<file path="config.mk">
export PLATFORM = sky130hd
export DESIGN_NAME = smbhc_master
export DESIGN_NICKNAME = d
export VERILOG_FILES = /design/src/hdl/smbhc_pkg.sv /design/src/hdl/smbhc_master.sv
export SDC_FILE = /design/constraint.sdc
export NUM_CORES = 1
export LEC_CHECK = 0
export ABC_CLOCK_PERIOD_IN_PS = 7500
export BUFFER_PORTS_ARGS = -buffer_cell sky130_fd_sc_hd__buf_2
export CAP_MARGIN = 5
export CELL_PAD_IN_SITES_DETAIL_PLACEMENT = 1
export CELL_PAD_IN_SITES_GLOBAL_PLACEMENT = 1
export CORE_MARGIN = 2
export CORE_UTILIZATION = 30
export DETAILED_ROUTE_END_ITERATION = 7
export GPL_TIMING_DRIVEN = 0
export PLACE_DENSITY_LB_ADDON = 0.1
export SLEW_MARGIN = 20
export SYNTH_ARGS = -nofsm -noshare
export SYNTH_HDL_FRONTEND = slang
export SYNTH_SLANG_ARGS = --single-unit
export TNS_END_PERCENT = 10
</file>
<file path="constraint.sdc">
create_clock -name clk_sys -period 7.5 [get_ports clk_sys]
set_input_delay 1.5 -clock clk_sys [delete_from_list [all_inputs] [get_ports clk_sys]]
set_output_delay 1.5 -clock clk_sys [all_outputs]
set_load 0.02 [all_outputs]
</file>
<file path="src/hdl/smbhc_pkg.sv">
// Purpose: shared constants and types of the SMBus host master.
// Assumes: 100 MHz system clock, standard-mode SCL.
// Notes: byte kinds order the steps of one message.
package smbhc_pkg;
    localparam int CLK_HZ = 100_000_000;
    localparam int SCL_HZ = 100_000;
    localparam int QUARTER_CYC = CLK_HZ / (4 * SCL_HZ);
    localparam int TIMEOUT_MS = 28;
    localparam int TIMEOUT_CYC = (CLK_HZ / 1000) * TIMEOUT_MS;
    localparam int SCL_HIGH_MAX_US = 50;
    localparam int SCL_HIGH_MAX_CYC = (CLK_HZ / 1_000_000) * SCL_HIGH_MAX_US;
    localparam logic [6:0] ARA_ADDR = 7'h0C;
    localparam logic [7:0] HS_CODE = 8'h08;
    localparam logic [7:0] PEC_POLY = 8'h07;
    localparam logic [7:0] PEC_INIT = 8'h00;
    localparam logic [7:0] RD_LEFT_BYTE = 8'h01;
    localparam logic [7:0] RD_LEFT_WORD = 8'h02;

    typedef enum logic [2:0] {
        OP_SEND = 3'h0,
        OP_WRW = 3'h1,
        OP_RDB = 3'h2,
        OP_RDW = 3'h3,
        OP_BLK = 3'h4,
        OP_ARA = 3'h5
    } smbhc_op_t;

    typedef enum logic [3:0] {
        K_HS = 4'h0,
        K_ADDRW = 4'h1,
        K_CMD = 4'h2,
        K_WR0 = 4'h3,
        K_WR1 = 4'h4,
        K_PECW = 4'h5,
        K_ADDRR = 4'h6,
        K_RD = 4'h7,
        K_PECR = 4'h8
    } smbhc_kind_t;

    typedef enum logic [1:0] {
        STEP_STOP = 2'h0,
        STEP_BIT = 2'h1,
        STEP_RS = 2'h2
    } smbhc_step_t;

    typedef enum logic [4:0] {
        S_IDLE = 5'b00001,
        S_START = 5'b00010,
        S_BIT = 5'b00100,
        S_STOP = 5'b01000,
        S_DONE = 5'b10000
    } smbhc_state_t;

    typedef struct packed {
        smbhc_op_t op;
        logic [6:0] addr;
        logic [7:0] cmd;
        logic [15:0] wdata;
        logic pec;
        logic hs;
    } smbhc_req_t;

    typedef struct packed {
        logic nack;
        logic pec_err;
        logic timeout;
        logic [15:0] word;
    } smbhc_rsp_t;
endpackage

</file>
<file path="src/hdl/smbhc_master.sv">
// Purpose: SMBus/PMBus host master driving a power monitor over SCL/SDA.
// Assumes: open-drain pins resolved outside; pins are asynchronous inputs.
// Notes: one request at a time; SCL made here by a quarter-period divider.
`timescale 1ns/1ps
`default_nettype none

module smbhc_master #(
    parameter int QUARTER = smbhc_pkg::QUARTER_CYC,
    parameter int TIMEOUT_CYC = smbhc_pkg::TIMEOUT_CYC,
    parameter int SCL_HIGH_MAX_CYC = smbhc_pkg::SCL_HIGH_MAX_CYC
) (
    // clock and reset
    input wire logic clk_sys,
    input wire logic resetn,
    // request
    input wire logic req_valid,
    output logic req_ready,
    input wire smbhc_pkg::smbhc_req_t req,
    // answer
    output logic rsp_valid,
    output smbhc_pkg::smbhc_rsp_t rsp,
    output logic rx_valid,
    output logic [7:0] rx_byte,
    output logic alert_pending,
    // bus pins
    input wire logic scl_in,
    output logic scl_out,
    output logic scl_oe,
    input wire logic sda_in,
    output logic sda_out,
    output logic sda_oe,
    input wire logic alert_n_in
);
    import smbhc_pkg::*;

    ////////////////////////////////////////////////////////////////////////
    smbhc_state_t state;
    smbhc_kind_t kind, rs_kind, nk;
    smbhc_step_t nstep;
    smbhc_req_t cur;
    logic [1:0] phase;
    logic [3:0] bcnt;
    logic [15:0] qcnt;
    logic [23:0] tocnt;
    logic [15:0] hcnt;
    logic [7:0] shreg, byte_hold, crc, rd_left;
    logic cnt_first, ack_in;
    logic [1:0] scl_sy, sda_sy, alr_sy;
    wire scl_s = scl_sy[1];
    wire sda_s = sda_sy[1];

    function automatic logic [7:0] crc8(input logic [7:0] c, input logic [7:0] d);
        logic [7:0] r;
        logic fb;
        r = c;
        for (int i = 7; i >= 0; i--) begin
            fb = r[7] ^ d[i];
            r = {r[6:0], 1'b0} ^ (fb ? PEC_POLY : 8'h00);
        end
        return r;
    endfunction

    ////////////////////////////////////////////////////////////////////////
    // decode
    wire is_read = (cur.op == OP_RDB) || (cur.op == OP_RDW) || (cur.op == OP_BLK);
    wire rx_kind = (kind == K_RD) || (kind == K_PECR);
    wire [7:0] rem_after = cnt_first ? shreg : rd_left - 8'h01;
    wire more = (kind == K_RD) && ((rem_after != 8'h00) || cur.pec);
    wire wait_high = (phase == 2'd1) && !scl_s;
    wire advance = (qcnt == 16'h0000) && !wait_high;
    wire byte_end = (state == S_BIT) && (bcnt == 4'd8) && (phase == 2'd3) && advance;
    wire crc_skip = (kind == K_HS) || (kind == K_PECW) || (kind == K_PECR);
    wire [7:0] crc_next = crc8(crc, rx_kind ? shreg : byte_hold);
    wire stalled = (state != S_IDLE) && (qcnt == 16'h0000) && wait_high;
    wire [7:0] load_byte = (nk == K_HS) ? HS_CODE :
        (nk == K_ADDRW) ? {cur.addr, 1'b0} :
        (nk == K_ADDRR) ? {(cur.op == OP_ARA) ? ARA_ADDR : cur.addr, 1'b1} :
        (nk == K_CMD) ? cur.cmd :
        (nk == K_WR0) ? cur.wdata[7:0] :
        (nk == K_WR1) ? cur.wdata[15:8] :
        (nk == K_PECW) ? crc_next : 8'hFF;

    // what follows the byte now on the bus; on the start path nk is rs_kind
    always_comb begin
        nk = kind;
        nstep = STEP_STOP;
        if (state == S_START) begin
            nk = rs_kind;
        end else begin
            case (kind)
                K_HS: begin
                    nstep = STEP_RS;
                    nk = (cur.op == OP_ARA) ? K_ADDRR : K_ADDRW;
                end
                K_ADDRW: begin
                    if (ack_in) begin
                        nstep = STEP_BIT;
                        nk = K_CMD;
                    end
                end
                K_CMD: begin
                    if (ack_in && is_read) begin
                        nstep = STEP_RS;
                        nk = K_ADDRR;
                    end else if (ack_in && cur.op == OP_WRW) begin
                        nstep = STEP_BIT;
                        nk = K_WR0;
                    end else if (ack_in && cur.pec) begin
                        nstep = STEP_BIT;
                        nk = K_PECW;
                    end
                end
                K_WR0: begin
                    if (ack_in) begin
                        nstep = STEP_BIT;
                        nk = K_WR1;
                    end
                end
                K_WR1: begin
                    if (ack_in && cur.pec) begin
                        nstep = STEP_BIT;
                        nk = K_PECW;
                    end
                end
                K_ADDRR: begin
                    if (ack_in) begin
                        nstep = STEP_BIT;
                        nk = K_RD;
                    end
                end
                K_RD: begin
                    if (more) begin
                        nstep = STEP_BIT;
                        nk = (rem_after != 8'h00) ? K_RD : K_PECR;
                    end
                end
                default: nstep = STEP_STOP;
            endcase
        end
    end

    ////////////////////////////////////////////////////////////////////////
    // two-flop synchronisers; only bit 1 is read by logic
    always_ff @(posedge clk_sys or negedge resetn) begin
        if (!resetn) begin
            scl_sy <= 2'h3;
            sda_sy <= 2'h3;
            alr_sy <= 2'h3;
        end else begin
            scl_sy <= {scl_sy[0], scl_in};
            sda_sy <= {sda_sy[0], sda_in};
            alr_sy <= {alr_sy[0], alert_n_in};
        end
    end

    // quarter timer holds at zero while a slave stretches SCL low
    always_ff @(posedge clk_sys or negedge resetn) begin
        if (!resetn) begin
            qcnt <= 16'h0000;
            tocnt <= 24'h00_0000;
        end else begin
            qcnt <= (state == S_IDLE || advance) ? 16'(QUARTER - 1) :
                (qcnt != 16'h0000) ? qcnt - 16'h0001 : qcnt;
            tocnt <= stalled ? tocnt + 24'h00_0001 : 24'h00_0000;
        end
    end

    ////////////////////////////////////////////////////////////////////////
    // sequencer
    always_ff @(posedge clk_sys or negedge resetn) begin
        if (!resetn) begin
            state <= S_IDLE;
            kind <= K_HS;
            rs_kind <= K_ADDRW;
            cur <= '0;
            phase <= 2'd0;
            bcnt <= 4'd0;
            shreg <= 8'h00;
            byte_hold <= 8'h00;
            crc <= PEC_INIT;
            rd_left <= 8'h00;
            cnt_first <= 1'b0;
            ack_in <= 1'b0;
            scl_oe <= 1'b0;
            sda_oe <= 1'b0;
            rsp <= '0;
            rx_valid <= 1'b0;
            rx_byte <= 8'h00;
        end else begin
            rx_valid <= 1'b0;
            if (advance) begin
                phase <= phase + 2'd1;
            end
            case (state)
                S_IDLE: begin
                    phase <= 2'd0;
                    if (req_valid) begin
                        cur <= req;
                        crc <= PEC_INIT;
                        rsp <= '0;
                        state <= S_START;
                        rs_kind <= req.hs ? K_HS : (req.op == OP_ARA) ? K_ADDRR : K_ADDRW;
                        rd_left <= (req.op == OP_RDW) ? RD_LEFT_WORD : RD_LEFT_BYTE;
                        cnt_first <= (req.op == OP_BLK);
                    end
                end
                S_START: begin
                    if (advance) begin
                        case (phase)
                            2'd0: scl_oe <= 1'b0;
                            2'd1: sda_oe <= 1'b1;
                            2'd2: scl_oe <= 1'b1;
                            default: begin
                                state <= S_BIT;
                                kind <= rs_kind;
                                bcnt <= 4'd0;
                                shreg <= load_byte;
                                byte_hold <= load_byte;
                                sda_oe <= (rs_kind != K_RD) && !load_byte[7];
                            end
                        endcase
                    end
                end
                S_BIT: begin
                    if (advance && phase == 2'd0) begin
                        scl_oe <= 1'b0;
                    end
                    if (advance && phase == 2'd2) begin
                        scl_oe <= 1'b1;
                        if (bcnt == 4'd8) begin
                            ack_in <= !sda_s;
                        end else if (rx_kind) begin
                            shreg <= {shreg[6:0], sda_s};
                        end
                    end
                    if (advance && phase == 2'd3 && bcnt != 4'd8) begin
                        bcnt <= bcnt + 4'd1;
                        if (!rx_kind) begin
                            shreg <= {shreg[6:0], 1'b0};
                        end
                        // master acks a read byte only when more follow
                        sda_oe <= (bcnt == 4'd7) ? (rx_kind && more) :
                            (!rx_kind && !shreg[6]);
                    end
                    if (byte_end) begin
                        if (!crc_skip) begin
                            crc <= crc_next;
                        end
                        if (!rx_kind && kind != K_HS && !ack_in) begin
                            rsp.nack <= 1'b1;
                        end
                        if (kind == K_PECR) begin
                            rsp.pec_err <= (shreg != crc);
                        end
                        if (kind == K_RD) begin
                            cnt_first <= 1'b0;
                            rd_left <= rem_after;
                            if (!cnt_first) begin
                                rx_valid <= 1'b1;
                                rx_byte <= shreg;
                                rsp.word <= {rsp.word[7:0], shreg};
                            end
                        end
                        kind <= nk;
                        bcnt <= 4'd0;
                        shreg <= load_byte;
                        byte_hold <= load_byte;
                        if (nstep == STEP_BIT) begin
                            sda_oe <= (nk != K_RD) && (nk != K_PECR) && !load_byte[7];
                        end else if (nstep == STEP_RS) begin
                            state <= S_START;
                            rs_kind <= nk;
                            sda_oe <= 1'b0;
                        end else begin
                            state <= S_STOP;
                            sda_oe <= 1'b1;
                        end
                    end
                end
                S_STOP: begin
                    if (advance) begin
                        case (phase)
                            2'd0: scl_oe <= 1'b0;
                            2'd1: sda_oe <= 1'b0;
                            2'd2: sda_oe <= 1'b0;
                            default: state <= S_DONE;
                        endcase
                    end
                end
                S_DONE: state <= S_IDLE;
                default: state <= S_IDLE;
            endcase
            // a slave holding SCL too long ends the attempt and frees the bus
            if (tocnt == 24'(TIMEOUT_CYC - 1)) begin
                rsp.timeout <= 1'b1;
                scl_oe <= 1'b0;
                sda_oe <= 1'b0;
                state <= S_DONE;
            end
        end
    end

    assign req_ready = (state == S_IDLE);
    assign rsp_valid = (state == S_DONE);
    assign alert_pending = !alr_sy[1];
    assign scl_out = 1'b0;
    assign sda_out = 1'b0;

    ////////////////////////////////////////////////////////////////////////
    // checks
    always_ff @(posedge clk_sys or negedge resetn) begin
        if (!resetn) begin
            hcnt <= 16'h0000;
        end else begin
            // a slave stretching SCL low is not the host holding it high
            hcnt <= (scl_oe || !scl_s || state == S_IDLE || state == S_DONE) ? 16'h0000 :
                hcnt + 16'h0001;
        end
    end
endmodule

`default_nettype wire

</file>
==> flow_metrics.py, run 1 <==
metrics = {
    "worst_setup_path": {
        "worstSetupStartpointType": "flop",
        "cp.required_ns": 7.79,
        "r2r_setup_slack_ns": 3.21,
        "ff2ff_path_depth": 11,
        "end_kind": "flop",
        "worst_r2r_endpoint": "byte_hold[0]",
        "arrival_ns": 4.58,
        "reg2reg_from": "rd_left[0]",
        "worstPathMaxFanout": 9,
        "path_class": "flop to flop",
    },
    "layout": {
        "final_util_pct": 35.51,
        "diodes": 0,
        "fin_cells": 1405,
        "nFillCells": 3388,
        "syn2layout_area_growth_pct": 17.07,
        "fin_nets": 1054,
        "layout-drive-gt1-share_pct": 20.39,
        "fin_area_um2": 10470,
    },
    "yosys": {
        "ys_types": 91,
        "synth_seq_cells": 164,
        "yosysMostFrequentCell": "dfrtp_1",
        "synth-main-ff-cell": "dfrtp_1",
        "syn-cell-area_um2": 8942,
        "synth_top_family_by_area": "simple AND/OR/NAND/NOR gates",
        "asyncSetResetFlopFracSynth_pct": 100.0,
        "synth_cells": 907,
        "synthMuxAreaShare_pct": 6.380,
        "yosys_warnings": 0,
        "synthAdderAreaFrac_pct": 1.399,
        "synth_edf_count": 0,
        "synth_compound_area_share_pct": 16.03,
        "synth-xor-area-share_pct": 6.450,
        "yosys.area_share.simple_pct": 20.44,
        "synth_top_area_share_pct": 43.65,
        "synth-seq-area-share_pct": 46.01,
        "yosys-top-cells-count": "dfrtp_1 (156), nand2_1 (85), nor2_1 (79)",
        "synth_largest_area_cell": "dfrtp_1",
        "syn-mean-instance-area_um2": 9.859,
        "synth.area.top_cells": "dfrtp_1 (44%), mux2_2 (5.5%), nand2_1 (3.6%)",
    },
    "timing": {
        "fmax_mhz": 232.9,
        "relSlewSlack_pct": 37.58,
        "period_share_pct": 57.25,
        "worst_pin_slew_ns": 0.9285,
        "fin_tns_setup_ns": 0,
        "setup_viol": 0,
        "layout_min_cycle_time_ns": 4.294,
        "skew_ns": 0.01141,
        "rsz0062_at_grt": "false",
        "final-hold-violation-count": 0,
        "slew_viol_final": 0,
    },
    "route": {
        "drtAntennaViolNets": 0,
        "route.detailed.drc": 0,
        "wl_per_cell_um": 19.47,
        "first_iter_violations": 397,
        "vias_per_cell": 5.112,
        "drt_pre_antenna_iters": 5,
        "postRouteWirelength_um": 27350,
        "vias": 7183,
    },
    "clocking": {
        "clk_latency_ns": 0.44,
        "cts_buffers": 17,
        "cts_setup_buffers": 0,
        "cts_resized": 0,
        "cts_tree": "built",
        "cts_hold_buf": 0,
        "clk_pin_slew_ns": 0.07,
        "cts_max_level": 4,
        "cts_root_buf": "clkbuf_16",
        "ctsLongestPathBuffers": 2,
        "cts_sinks": 164,
    },
    "hold_path": {
        "min_to": "sda_sy[1]",
        "hold_path_depth": 0,
        "holdCritStartpoint": "sda_sy[0]",
        "worstHoldPathType": "flop to flop",
    },
    "power": {
        "power.total_w": 0.002885,
        "leakage_nw": 4.593,
        "vdd_drop_max_v": 0.0001643,
        "power.density_nw_per_um2": 275.6,
    },
    "status": {
        "status": "complete, no violations",
    },
    "grt": {
        "grt_pass1_vias": 7461,
        "grt-ovfl-total": 0,
        "grt_use_total_pct": 18.24,
        "grt_max_degree": 84,
        "grt_pass1_wl_um": 43510,
        "antenna_found_initial": 0,
    },
    "floorplanning": {
        "die_area_um2": 31210,
        "ios": 77,
        "die_w_um": 176.7,
        "die_y_um": 176.7,
        "core_um2": 29480,
        "start_util_pct": 30.33,
        "row_count": 63,
    },
    "placement": {
        "portBuffers": 74,
        "place_inst": 1373,
        "hpwl_um": 20020,
        "dpl_cell_area_um2": 9848,
        "globalplace.congestion": 0.8278,
    },
    "run": {
        "max-cap-violations": 0,
    },
}
[layout make-up]
class / instances / area [um^2] / share of cell area [%]
Buffer: 42 / 188.9 / 1.805
Clock buffer: 24 / 471.7 / 4.506
Clock inverter: 8 / 148.9 / 1.422
Inverter: 27 / 101.3 / 0.9681
Multi-Input combinational cell: 675 / 4548 / 43.44
Sequential cell: 164 / 4114 / 39.30
Tap cell: 390 / 488.0 / 4.661
Timing Repair Buffer: 75 / 407.9 / 3.896
[per-layer routing]
layer / vias up / GRT usage (%) / routed length, um / part of all wire [%]
met2: 121 / 27.56 / 12050 / 44
met4: 0 / 5.269 / 482 / 1.8
met5: - / 0 / 0 / 0
met3: 26 / 3.522 / 928 / 3.4
met1: 3571 / 26.43 / 13900 / 51
li1: 3465 / - / - / -
[worst max path at each step]
stage,start,endpoint,slack (ns),cells past startpoint
after floorplan,qcnt[7],rx_byte[0],4.53,8
after global placement,resetn,cur[12],2.03,1
after detailed placement,rd_left[0],byte_hold[0],3.26,11
after CTS,rd_left[0],shreg[0],3.24,11
after global routing,rd_left[0],byte_hold[0],2.95,11
final,rd_left[0],byte_hold[0],3.21,11
[worst max-delay path, stage by stage (launching register included)]
cell      delay, ns
dfrtp_1        0.44
inv_1          0.11
ha_1           0.22
nor3b_1        0.24
mux2_2         0.38
a211oi_1       0.41
o211ai_1       0.41
a21oi_1        0.75
a21boi_0       0.27
a211oi_1       0.08
o31ai_1        0.65
o21ai_0        0.18
[sequential cells by signal, indices dropped and copies added (netlist names), 5 cells and up]
register / flops
byte_hold: 8
crc: 8
cur: 35
qcnt: 16
rd_left: 8
rsp: 19
rx_byte: 8
shreg: 8
state: 5
tocnt: 24
[logic make-up after synthesis]
group / count (synthesis)
buf+inv: 69
mux: 51
flops: 164
compound gates: 208
simple gates: 343
other cells: 1
fa+ha+maj: 10
xor+xnor: 61
[report_power, final]
group          internal (W)  switching, W  leakage, nW
sequential          0.00102      0.000109         2.15
combinational      0.000319      0.000495         2.15
clock              0.000576      0.000368        0.295
[cells in the final DEF, fill, tap and decap left out, types with 5 or more instances in the layout]
master | netlist | layout
dfrtp_1 | 156 | 156
nand2_1 | 85 | 85
buf_2 | 10 | 83
nor2_1 | 79 | 79
a21oi_1 | 46 | 46
o21ai_0 | 44 | 44
mux2_2 | 44 | 44
nand3_1 | 33 | 33
clkbuf_1 | 26 | 31
xor2_1 | 30 | 30
nor3_1 | 29 | 29
xnor2_1 | 28 | 28
inv_1 | 26 | 26
a22o_1 | 22 | 22
clkbuf_16 | 0 | 17
nand2b_1 | 13 | 13
ha_1 | 10 | 10
or3_1 | 9 | 9
nor2b_1 | 9 | 9
nor4_1 | 10 | 9
a21o_1 | 9 | 9
nand4_1 | 8 | 8
a31oi_1 | 8 | 8
dfstp_2 | 8 | 8
o22ai_1 | 7 | 7
o221ai_1 | 7 | 7
mux2i_1 | 6 | 6
o31ai_1 | 6 | 6
and3_1 | 5 | 5
nand4b_1 | 5 | 5
or2_2 | 5 | 5
a221o_1 | 5 | 5
o221a_2 | 5 | 5
o211ai_1 | 5 | 5
[metrics by stage]
stage,setup WS (ns),hold WS (ns)
finish,3.206,0.3552
global route,2.954,0.3613
CTS,3.238,0.3569
detailed placement,3.259,0.3473
global placement,2.034,0.3464
floorplan,4.528,0.3452
No activity file was read; power rests on OpenSTA's default activity.
==> run 2, diff against run 1 <==
Settings changed: ABC_AREA from default to 1, ABC_CLOCK_PERIOD_IN_PS 7500 to 4100.
Clock period 7.5 ns to 4.1 ns, I/O delays scaled along.
==> run 2 against run 1 <==
Sequential cell count unchanged. Final cell count grew 17%. Area after synthesis fell by 1.1%. Synthesized cell count is 27% higher. Count of clock-buffer cells in the layout shrank 6.
==> flow_metrics.py, run 2 <==
metrics = {
    "route": {
        "drtAntennaViolNets": 0,
        "postRouteWirelength_um": 27110,
        "drt_pre_antenna_iters": 4,
        "route.detailed.drc": 0,
        "wl_met3_um": 793,
        "wl_per_cell_um": 16.46,
        "highest_layer": "met4",
        "vias": 7820,
        "vias_per_cell": 4.748,
        "met2_length_um": 11960,
        "first_iter_violations": 395,
        "met1_length_um": 14130,
    },
    "clocking": {
        "cts_tree": "built",
        "cts_root_buf": "clkbuf_16",
        "cts_setup_buffers": 0,
        "cts_resized": 0,
        "clk_pin_slew_ns": 0.08,
        "cts_buffers": 17,
        "ctsLongestPathBuffers": 2,
        "cts_max_level": 4,
        "cts_sinks": 164,
        "cts_hold_buf": 0,
        "clk_latency_ns": 0.44,
    },
    "timing": {
        "final-hold-violation-count": 0,
        "setup_slack_ns": 0.6040,
        "relSlewSlack_pct": 38.06,
        "slew_viol_final": 0,
        "setup_viol": 0,
        "skew_ns": 0.01982,
        "fmax_mhz": 286.0,
        "layout_min_cycle_time_ns": 3.496,
        "hold_ws_ns": 0.3490,
        "period_share_pct": 85.27,
        "worst_pin_slew_ns": 0.9206,
        "rsz0062_at_grt": "false",
    },
    "layout": {
        "layout_common_cells": "nand2_1 (313), dfrtp_1 (156), inv_1 (132)",
        "fin_nets": 1302,
        "reg_top3": "cur (35), tocnt (24), rsp (19)",
        "largest_reg_flops": 35,
        "syn2layout_area_growth_pct": 16.77,
        "fin_area_um2": 10320,
        "fin_cells": 1647,
        "seqCellArea_um2": 4114,
        "diodes": 0,
        "mostFrequentLayoutCell": "nand2_1",
        "multi_input_area_um2": 4046,
        "layout-drive-gt1-share_pct": 12.67,
        "nFillCells": 3562,
        "largest-register": "cur",
    },
    "yosys": {
        "ys_types": 54,
        "yosysMostFrequentCell": "nand2_1",
        "synth_cells": 1155,
        "synth_largest_area_cell": "dfrtp_1",
        "synth_seq_cells": 164,
        "syn-cell-area_um2": 8841,
        "syn-mean-instance-area_um2": 7.655,
        "synth.area.top_cells": "dfrtp_1 (44%), nand2_1 (13%), inv_1 (5.6%)",
        "synth-main-ff-cell": "dfrtp_1",
        "synth-seq-area-share_pct": 46.53,
        "synth_top_area_share_pct": 44.16,
        "synth_edf_count": 0,
        "yosys_warnings": 0,
        "yosys-top-cells-count": "nand2_1 (313), dfrtp_1 (156), inv_1 (132)",
        "asyncSetResetFlopFracSynth_pct": 100.0,
    },
    "power": {
        "vdd_drop_max_v": 0.0003184,
        "power.density_nw_per_um2": 760.2,
        "leakage_nw": 4.941,
        "power.total_w": 0.007848,
    },
    "worst_setup_path": {
        "path_class": "flop to flop",
        "worstPathMaxFanout": 7,
        "crit_family": "simple AND/OR/NAND/NOR gates",
        "cp-startpoint": "rd_left[0]",
        "slowest_stage": "dfrtp_1",
        "reg2reg_from": "rd_left[0]",
        "arrival_ns": 3.87,
        "max_stage_delay_ns": 0.38,
        "worstSetupStartpointType": "flop",
        "crit_top_cell": "nand2_1",
        "crit_chain": "inv_1 -> ha_1 -> inv_1 -> nor2_1 -> nand4_1 -> nand3_1 -> nand2_1 -> nor2_1 -> nand2_1 -> o21bai_2 -> nand2_1 -> a21oi_1 -> nor2_1 -> and2_1 -> buf_2 -> nand2_1 -> o21ai_0 -> o41ai_1 -> nand2_1 -> nand2_1",
        "cp.required_ns": 4.47,
        "end_kind": "flop",
        "path_buf_inv": 3,
    },
    "grt": {
        "grt_max_degree": 84,
        "grt_pass1_wl_um": 45040,
        "grt_pass1_vias": 8262,
        "grt_use_total_pct": 18.57,
        "antenna_found_initial": 0,
        "grt-ovfl-total": 0,
    },
    "floorplanning": {
        "core_um2": 28860,
        "row_count": 62,
        "ios": 77,
        "die_w_um": 175.7,
        "start_util_pct": 30.64,
        "die_area_um2": 30860,
        "die_y_um": 175.7,
    },
    "placement": {
        "place_inst": 1615,
        "portBuffers": 74,
        "globalplace.congestion": 0.8257,
        "post-place-ws_ns": 0.5802,
        "dpl_cell_area_um2": 9733,
        "hpwl_um": 20540,
    },
    "hold_path": {
        "worstHoldPathType": "primary input to asynchronous set/reset pin",
    },
    "status": {
        "status": "complete, no violations",
    },
    "run": {
        "max-cap-violations": 0,
    },
}
==> run 2: cell count changes after synthesis, sizes merged, moves of 14 or more <==
| cell | delta |
|---|---|
| nand2 | +230 |
| nor2 | +51 |
| nand3 | +27 |
| a22o | -22 |
| xor2 | -22 |
| mux2 | -45 |
| inv | +117 |
| or3 | -14 |
| o21ai | +61 |
==> run 2: worst paths after layout <==
check / endpoint / slack, ns / cells past startpoint
max: shreg[1] / 0.60 / 20
min: qcnt[4] / 0.35 / 1
max reg2reg: shreg[1] / 0.60 / 20
min reg2reg: alr_sy[1] / 0.36 / 0
max in group asynchronous: crc[6] / 2.88 / 2
min in group clk_sys: alr_sy[1] / 0.36 / 0
==> run 2: final cells by class <==
| cell class | count | share of cell area (%) |
|---|---|---|
| plain buffers | 27 | 1.273 |
| clock buffers | 18 | 4.157 |
| clock inverters | 14 | 1.563 |
| inverters | 147 | 5.357 |
| multi-input cells | 818 | 39.20 |
| flip-flops and latches | 164 | 39.85 |
| well taps | 384 | 4.654 |
| repair buffers | 75 | 3.951 |
==> run 2: report_power, final <==
group / leakage (nW) / internal (W) / switching, W
registers: 2.12 / 0.00202 / 0.000344
clock network: 0.291 / 0.000872 / 0.000774
logic: 2.53 / 0.00129 / 0.00255
==> run 2: cell families after synthesis <==
kind of cell | after synthesis | synth area share (%)
AND/OR/NAND/NOR | 570 | 27.30
AO/OA/AOI/OAI | 205 | 13.09
buffers and inverters | 174 | 7.741
flip-flops | 164 | 46.53
XOR/XNOR | 31 | 3.878
adder cells (fa/ha/maj) | 10 | 1.415
other | 1 | 0.04242
==> run 2: routing by layer <==
metal / vias to the layer above / GRT usage (%)
li1: 3931 / -
met1: 3787 / 27.13
met2: 90 / 28.81
met3: 12 / 2.987
met4: 0 / 4.339
met5: - / 0
==> run 2: through the flow <==
stage | setup TNS, ns | util, %
after floorplan | 0 | -
after global placement | -108.94 | 33.60
after detailed placement | 0 | 33.73
after CTS | 0 | 35.77
after global routing | 0 | 35.77
final | 0 | 35.77
==> run 2: worst register-to-register path, delay by kind of cell, from the launching register on <==
kind | cells | cell delay [ns]
buffers and inverters | 3 | 0.42
DFF | 1 | 0.38
adders and majority gates | 1 | 0.26
and+or+nand+nor | 12 | 1.52
AOI/OAI and AO/OA | 4 | 0.89
==> run 3, diff against run 2 <==
Settings changed: RECOVER_POWER from default to 100.
==> run 3 against run 2 <==
The flow now finishes with violations (max-capacitance violations, max-slew violations). Sequential power is essentially flat. Non-clock buffer count is the same. Sequential cell count is the same. Register-to-register slack lost 0.12 ns. Die area is the same. Fmax shrank 3.2%. Utilization shrank 0.30 points. Power shrank 0.30%. Combinational power is essentially flat. Clock power is essentially flat. Critical endpoint is now rd_left[1]. Largest power group unchanged. Highest routed layer unchanged.
==> flow_metrics.py, run 3 (synthesis gave the netlist of run 2 again) <==
metrics = {
    "status": {
        "violations": "max-capacitance violations, max-slew violations",
        "status": "complete, but fails checks",
    },
    "layout": {
        "fin_area_um2": 10240,
        "seqCellArea_um2": 4114,
        "multi_input_area_um2": 4031,
        "syn2layout_area_growth_pct": 15.78,
        "layout-drive-gt1-share_pct": 9.264,
        "largest-register": "cur",
        "fin_nets": 1302,
        "diodes": 0,
        "layout_common_cells": "nand2_1 (313), dfrtp_1 (156), inv_1 (133)",
        "nFillCells": 3572,
        "largest_reg_flops": 35,
        "reg_top3": "cur (35), tocnt (24), rsp (19)",
        "mostFrequentLayoutCell": "nand2_1",
    },
    "timing": {
        "fmax_mhz": 276.9,
        "worst_pin_slew_ns": 2.156,
        "slew_viol_final": 83,
        "setup_viol": 0,
        "final-hold-violation-count": 0,
        "skew_ns": 0.01947,
        "relSlewSlack_pct": -43.72,
        "setup_slack_ns": 0.4886,
        "period_share_pct": 88.08,
        "rsz0062_at_grt": "false",
        "layout_min_cycle_time_ns": 3.611,
    },
    "route": {
        "highest_layer": "met4",
        "drt_pre_antenna_iters": 4,
        "route.detailed.drc": 0,
        "first_iter_violations": 356,
        "postRouteWirelength_um": 27190,
        "met2_length_um": 11940,
        "wl_per_cell_um": 16.51,
        "drtAntennaViolNets": 0,
        "met1_length_um": 14140,
        "vias_per_cell": 4.745,
        "vias": 7815,
        "wl_met3_um": 846,
    },
    "placement": {
        "hpwl_um": 20540,
        "portBuffers": 74,
        "dpl_cell_area_um2": 9733,
        "post-place-ws_ns": 0.5802,
        "globalplace.congestion": 0.8257,
    },
    "worst_setup_path": {
        "arrival_ns": 3.94,
        "crit_chain": "inv_1 -> ha_1 -> inv_1 -> nor4_1 -> nand2_1 -> nor2_1 -> inv_1 -> nor2_1 -> nand2_1 -> inv_1 -> nor2_1 -> clkinv_1 -> o21ai_1 -> nor2_1 -> inv_1 -> o31ai_1",
        "cp.required_ns": 4.43,
        "worstSetupStartpointType": "flop",
        "worstPathMaxFanout": 9,
        "slowest_stage": "nor2_1",
        "cp-startpoint": "qcnt[0]",
        "crit_top_cell": "inv_1",
        "reg2reg_from": "qcnt[0]",
        "end_kind": "flop",
        "path_class": "flop to flop",
        "max_stage_delay_ns": 0.59,
    },
    "clocking": {
        "cts_tree": "built",
        "cts_resized": 0,
        "cts_buffers": 17,
        "ctsLongestPathBuffers": 2,
        "clk_latency_ns": 0.44,
        "clk_pin_slew_ns": 0.07,
        "cts_sinks": 164,
        "cts_setup_buffers": 0,
        "cts_root_buf": "clkbuf_16",
        "cts_max_level": 4,
        "cts_hold_buf": 0,
    },
    "grt": {
        "grt-ovfl-total": 0,
        "grt_pass1_vias": 8262,
        "grt_pass1_wl_um": 45040,
        "antenna_found_initial": 0,
        "grt_use_total_pct": 18.57,
        "grt_max_degree": 84,
    },
    "power": {
        "leakage_nw": 4.785,
        "power.density_nw_per_um2": 764.4,
        "vdd_drop_max_v": 0.0003182,
        "power.total_w": 0.007824,
    },
    "floorplanning": {
        "die_y_um": 175.7,
        "row_count": 62,
        "core_um2": 28860,
        "start_util_pct": 30.64,
        "ios": 77,
        "die_w_um": 175.7,
        "die_area_um2": 30860,
    },
    "run": {
        "max-cap-violations": 1,
    },
    "hold_path": {
        "holdCritStartpoint": "alr_sy[0]",
        "worstHoldPathType": "flop to flop",
    },
}
==> run 3: cell type report <==
cell class                      count  share of cell area (%)
Inverter                          147                   5.403
Sequential cell                   164                   40.19
Clock inverter                     14                   1.577
Timing Repair Buffer               75                   3.276
Tap cell                          384                   4.694
Buffer                             27                   1.283
Clock buffer                       18                   4.193
Multi-Input combinational cell    818                   39.38
==> run 3: through the flow <==
| stage | cells | setup TNS, ns | util (%) | hold slack, ns |
|---|---|---|---|---|
| after floorplan | 1156 | 0 | - | 0.3452 |
| after global placement | 1614 | -108.94 | 33.60 | 0.3467 |
| after detailed placement | 1615 | 0 | 33.73 | 0.3473 |
| after CTS | 1647 | 0 | 35.77 | 0.3587 |
| after global routing | 1647 | 0 | 35.47 | 0.3602 |
| final | 1647 | 0 | 35.47 | 0.3570 |
==> run 3: worst max-delay path: cells and delay by family (launching register included) <==
family                   cells  cell delay [ns]
buffers and inverters        6             0.86
AND/OR/NAND/NOR              7             1.66
flip-flops                   1             0.38
adder cells (fa/ha/maj)      1             0.21
AO/OA/AOI/OAI                2             0.42
==> run 3: metal layers <==
metal  up-vias  GRT usage [%]
met1      3776          27.13
li1       3931              -
met2        93          28.81
met3        15          2.987
met4         0          4.339
met5         -              0
==> run 3: path summary, 6_finish.rpt <==
path / end / slack, ns / cells after the start
max: rd_left[1] / 0.49 / 16
min: alr_sy[1] / 0.36 / 0
max reg2reg: rd_left[1] / 0.49 / 16
min reg2reg: alr_sy[1] / 0.36 / 0
max in group asynchronous: rsp[9] / 0.83 / 2
min in group asynchronous: qcnt[4] / 0.98 / 1
==> run 3: where the power goes <==
part / internal, W / leakage (nW) / switching [W]
clock: 0.000872 / 0.291 / 0.000774
combinational: 0.00127 / 2.37 / 0.00254
sequential: 0.00202 / 2.12 / 0.000344
total: 0.00417 / 4.78 / 0.00366
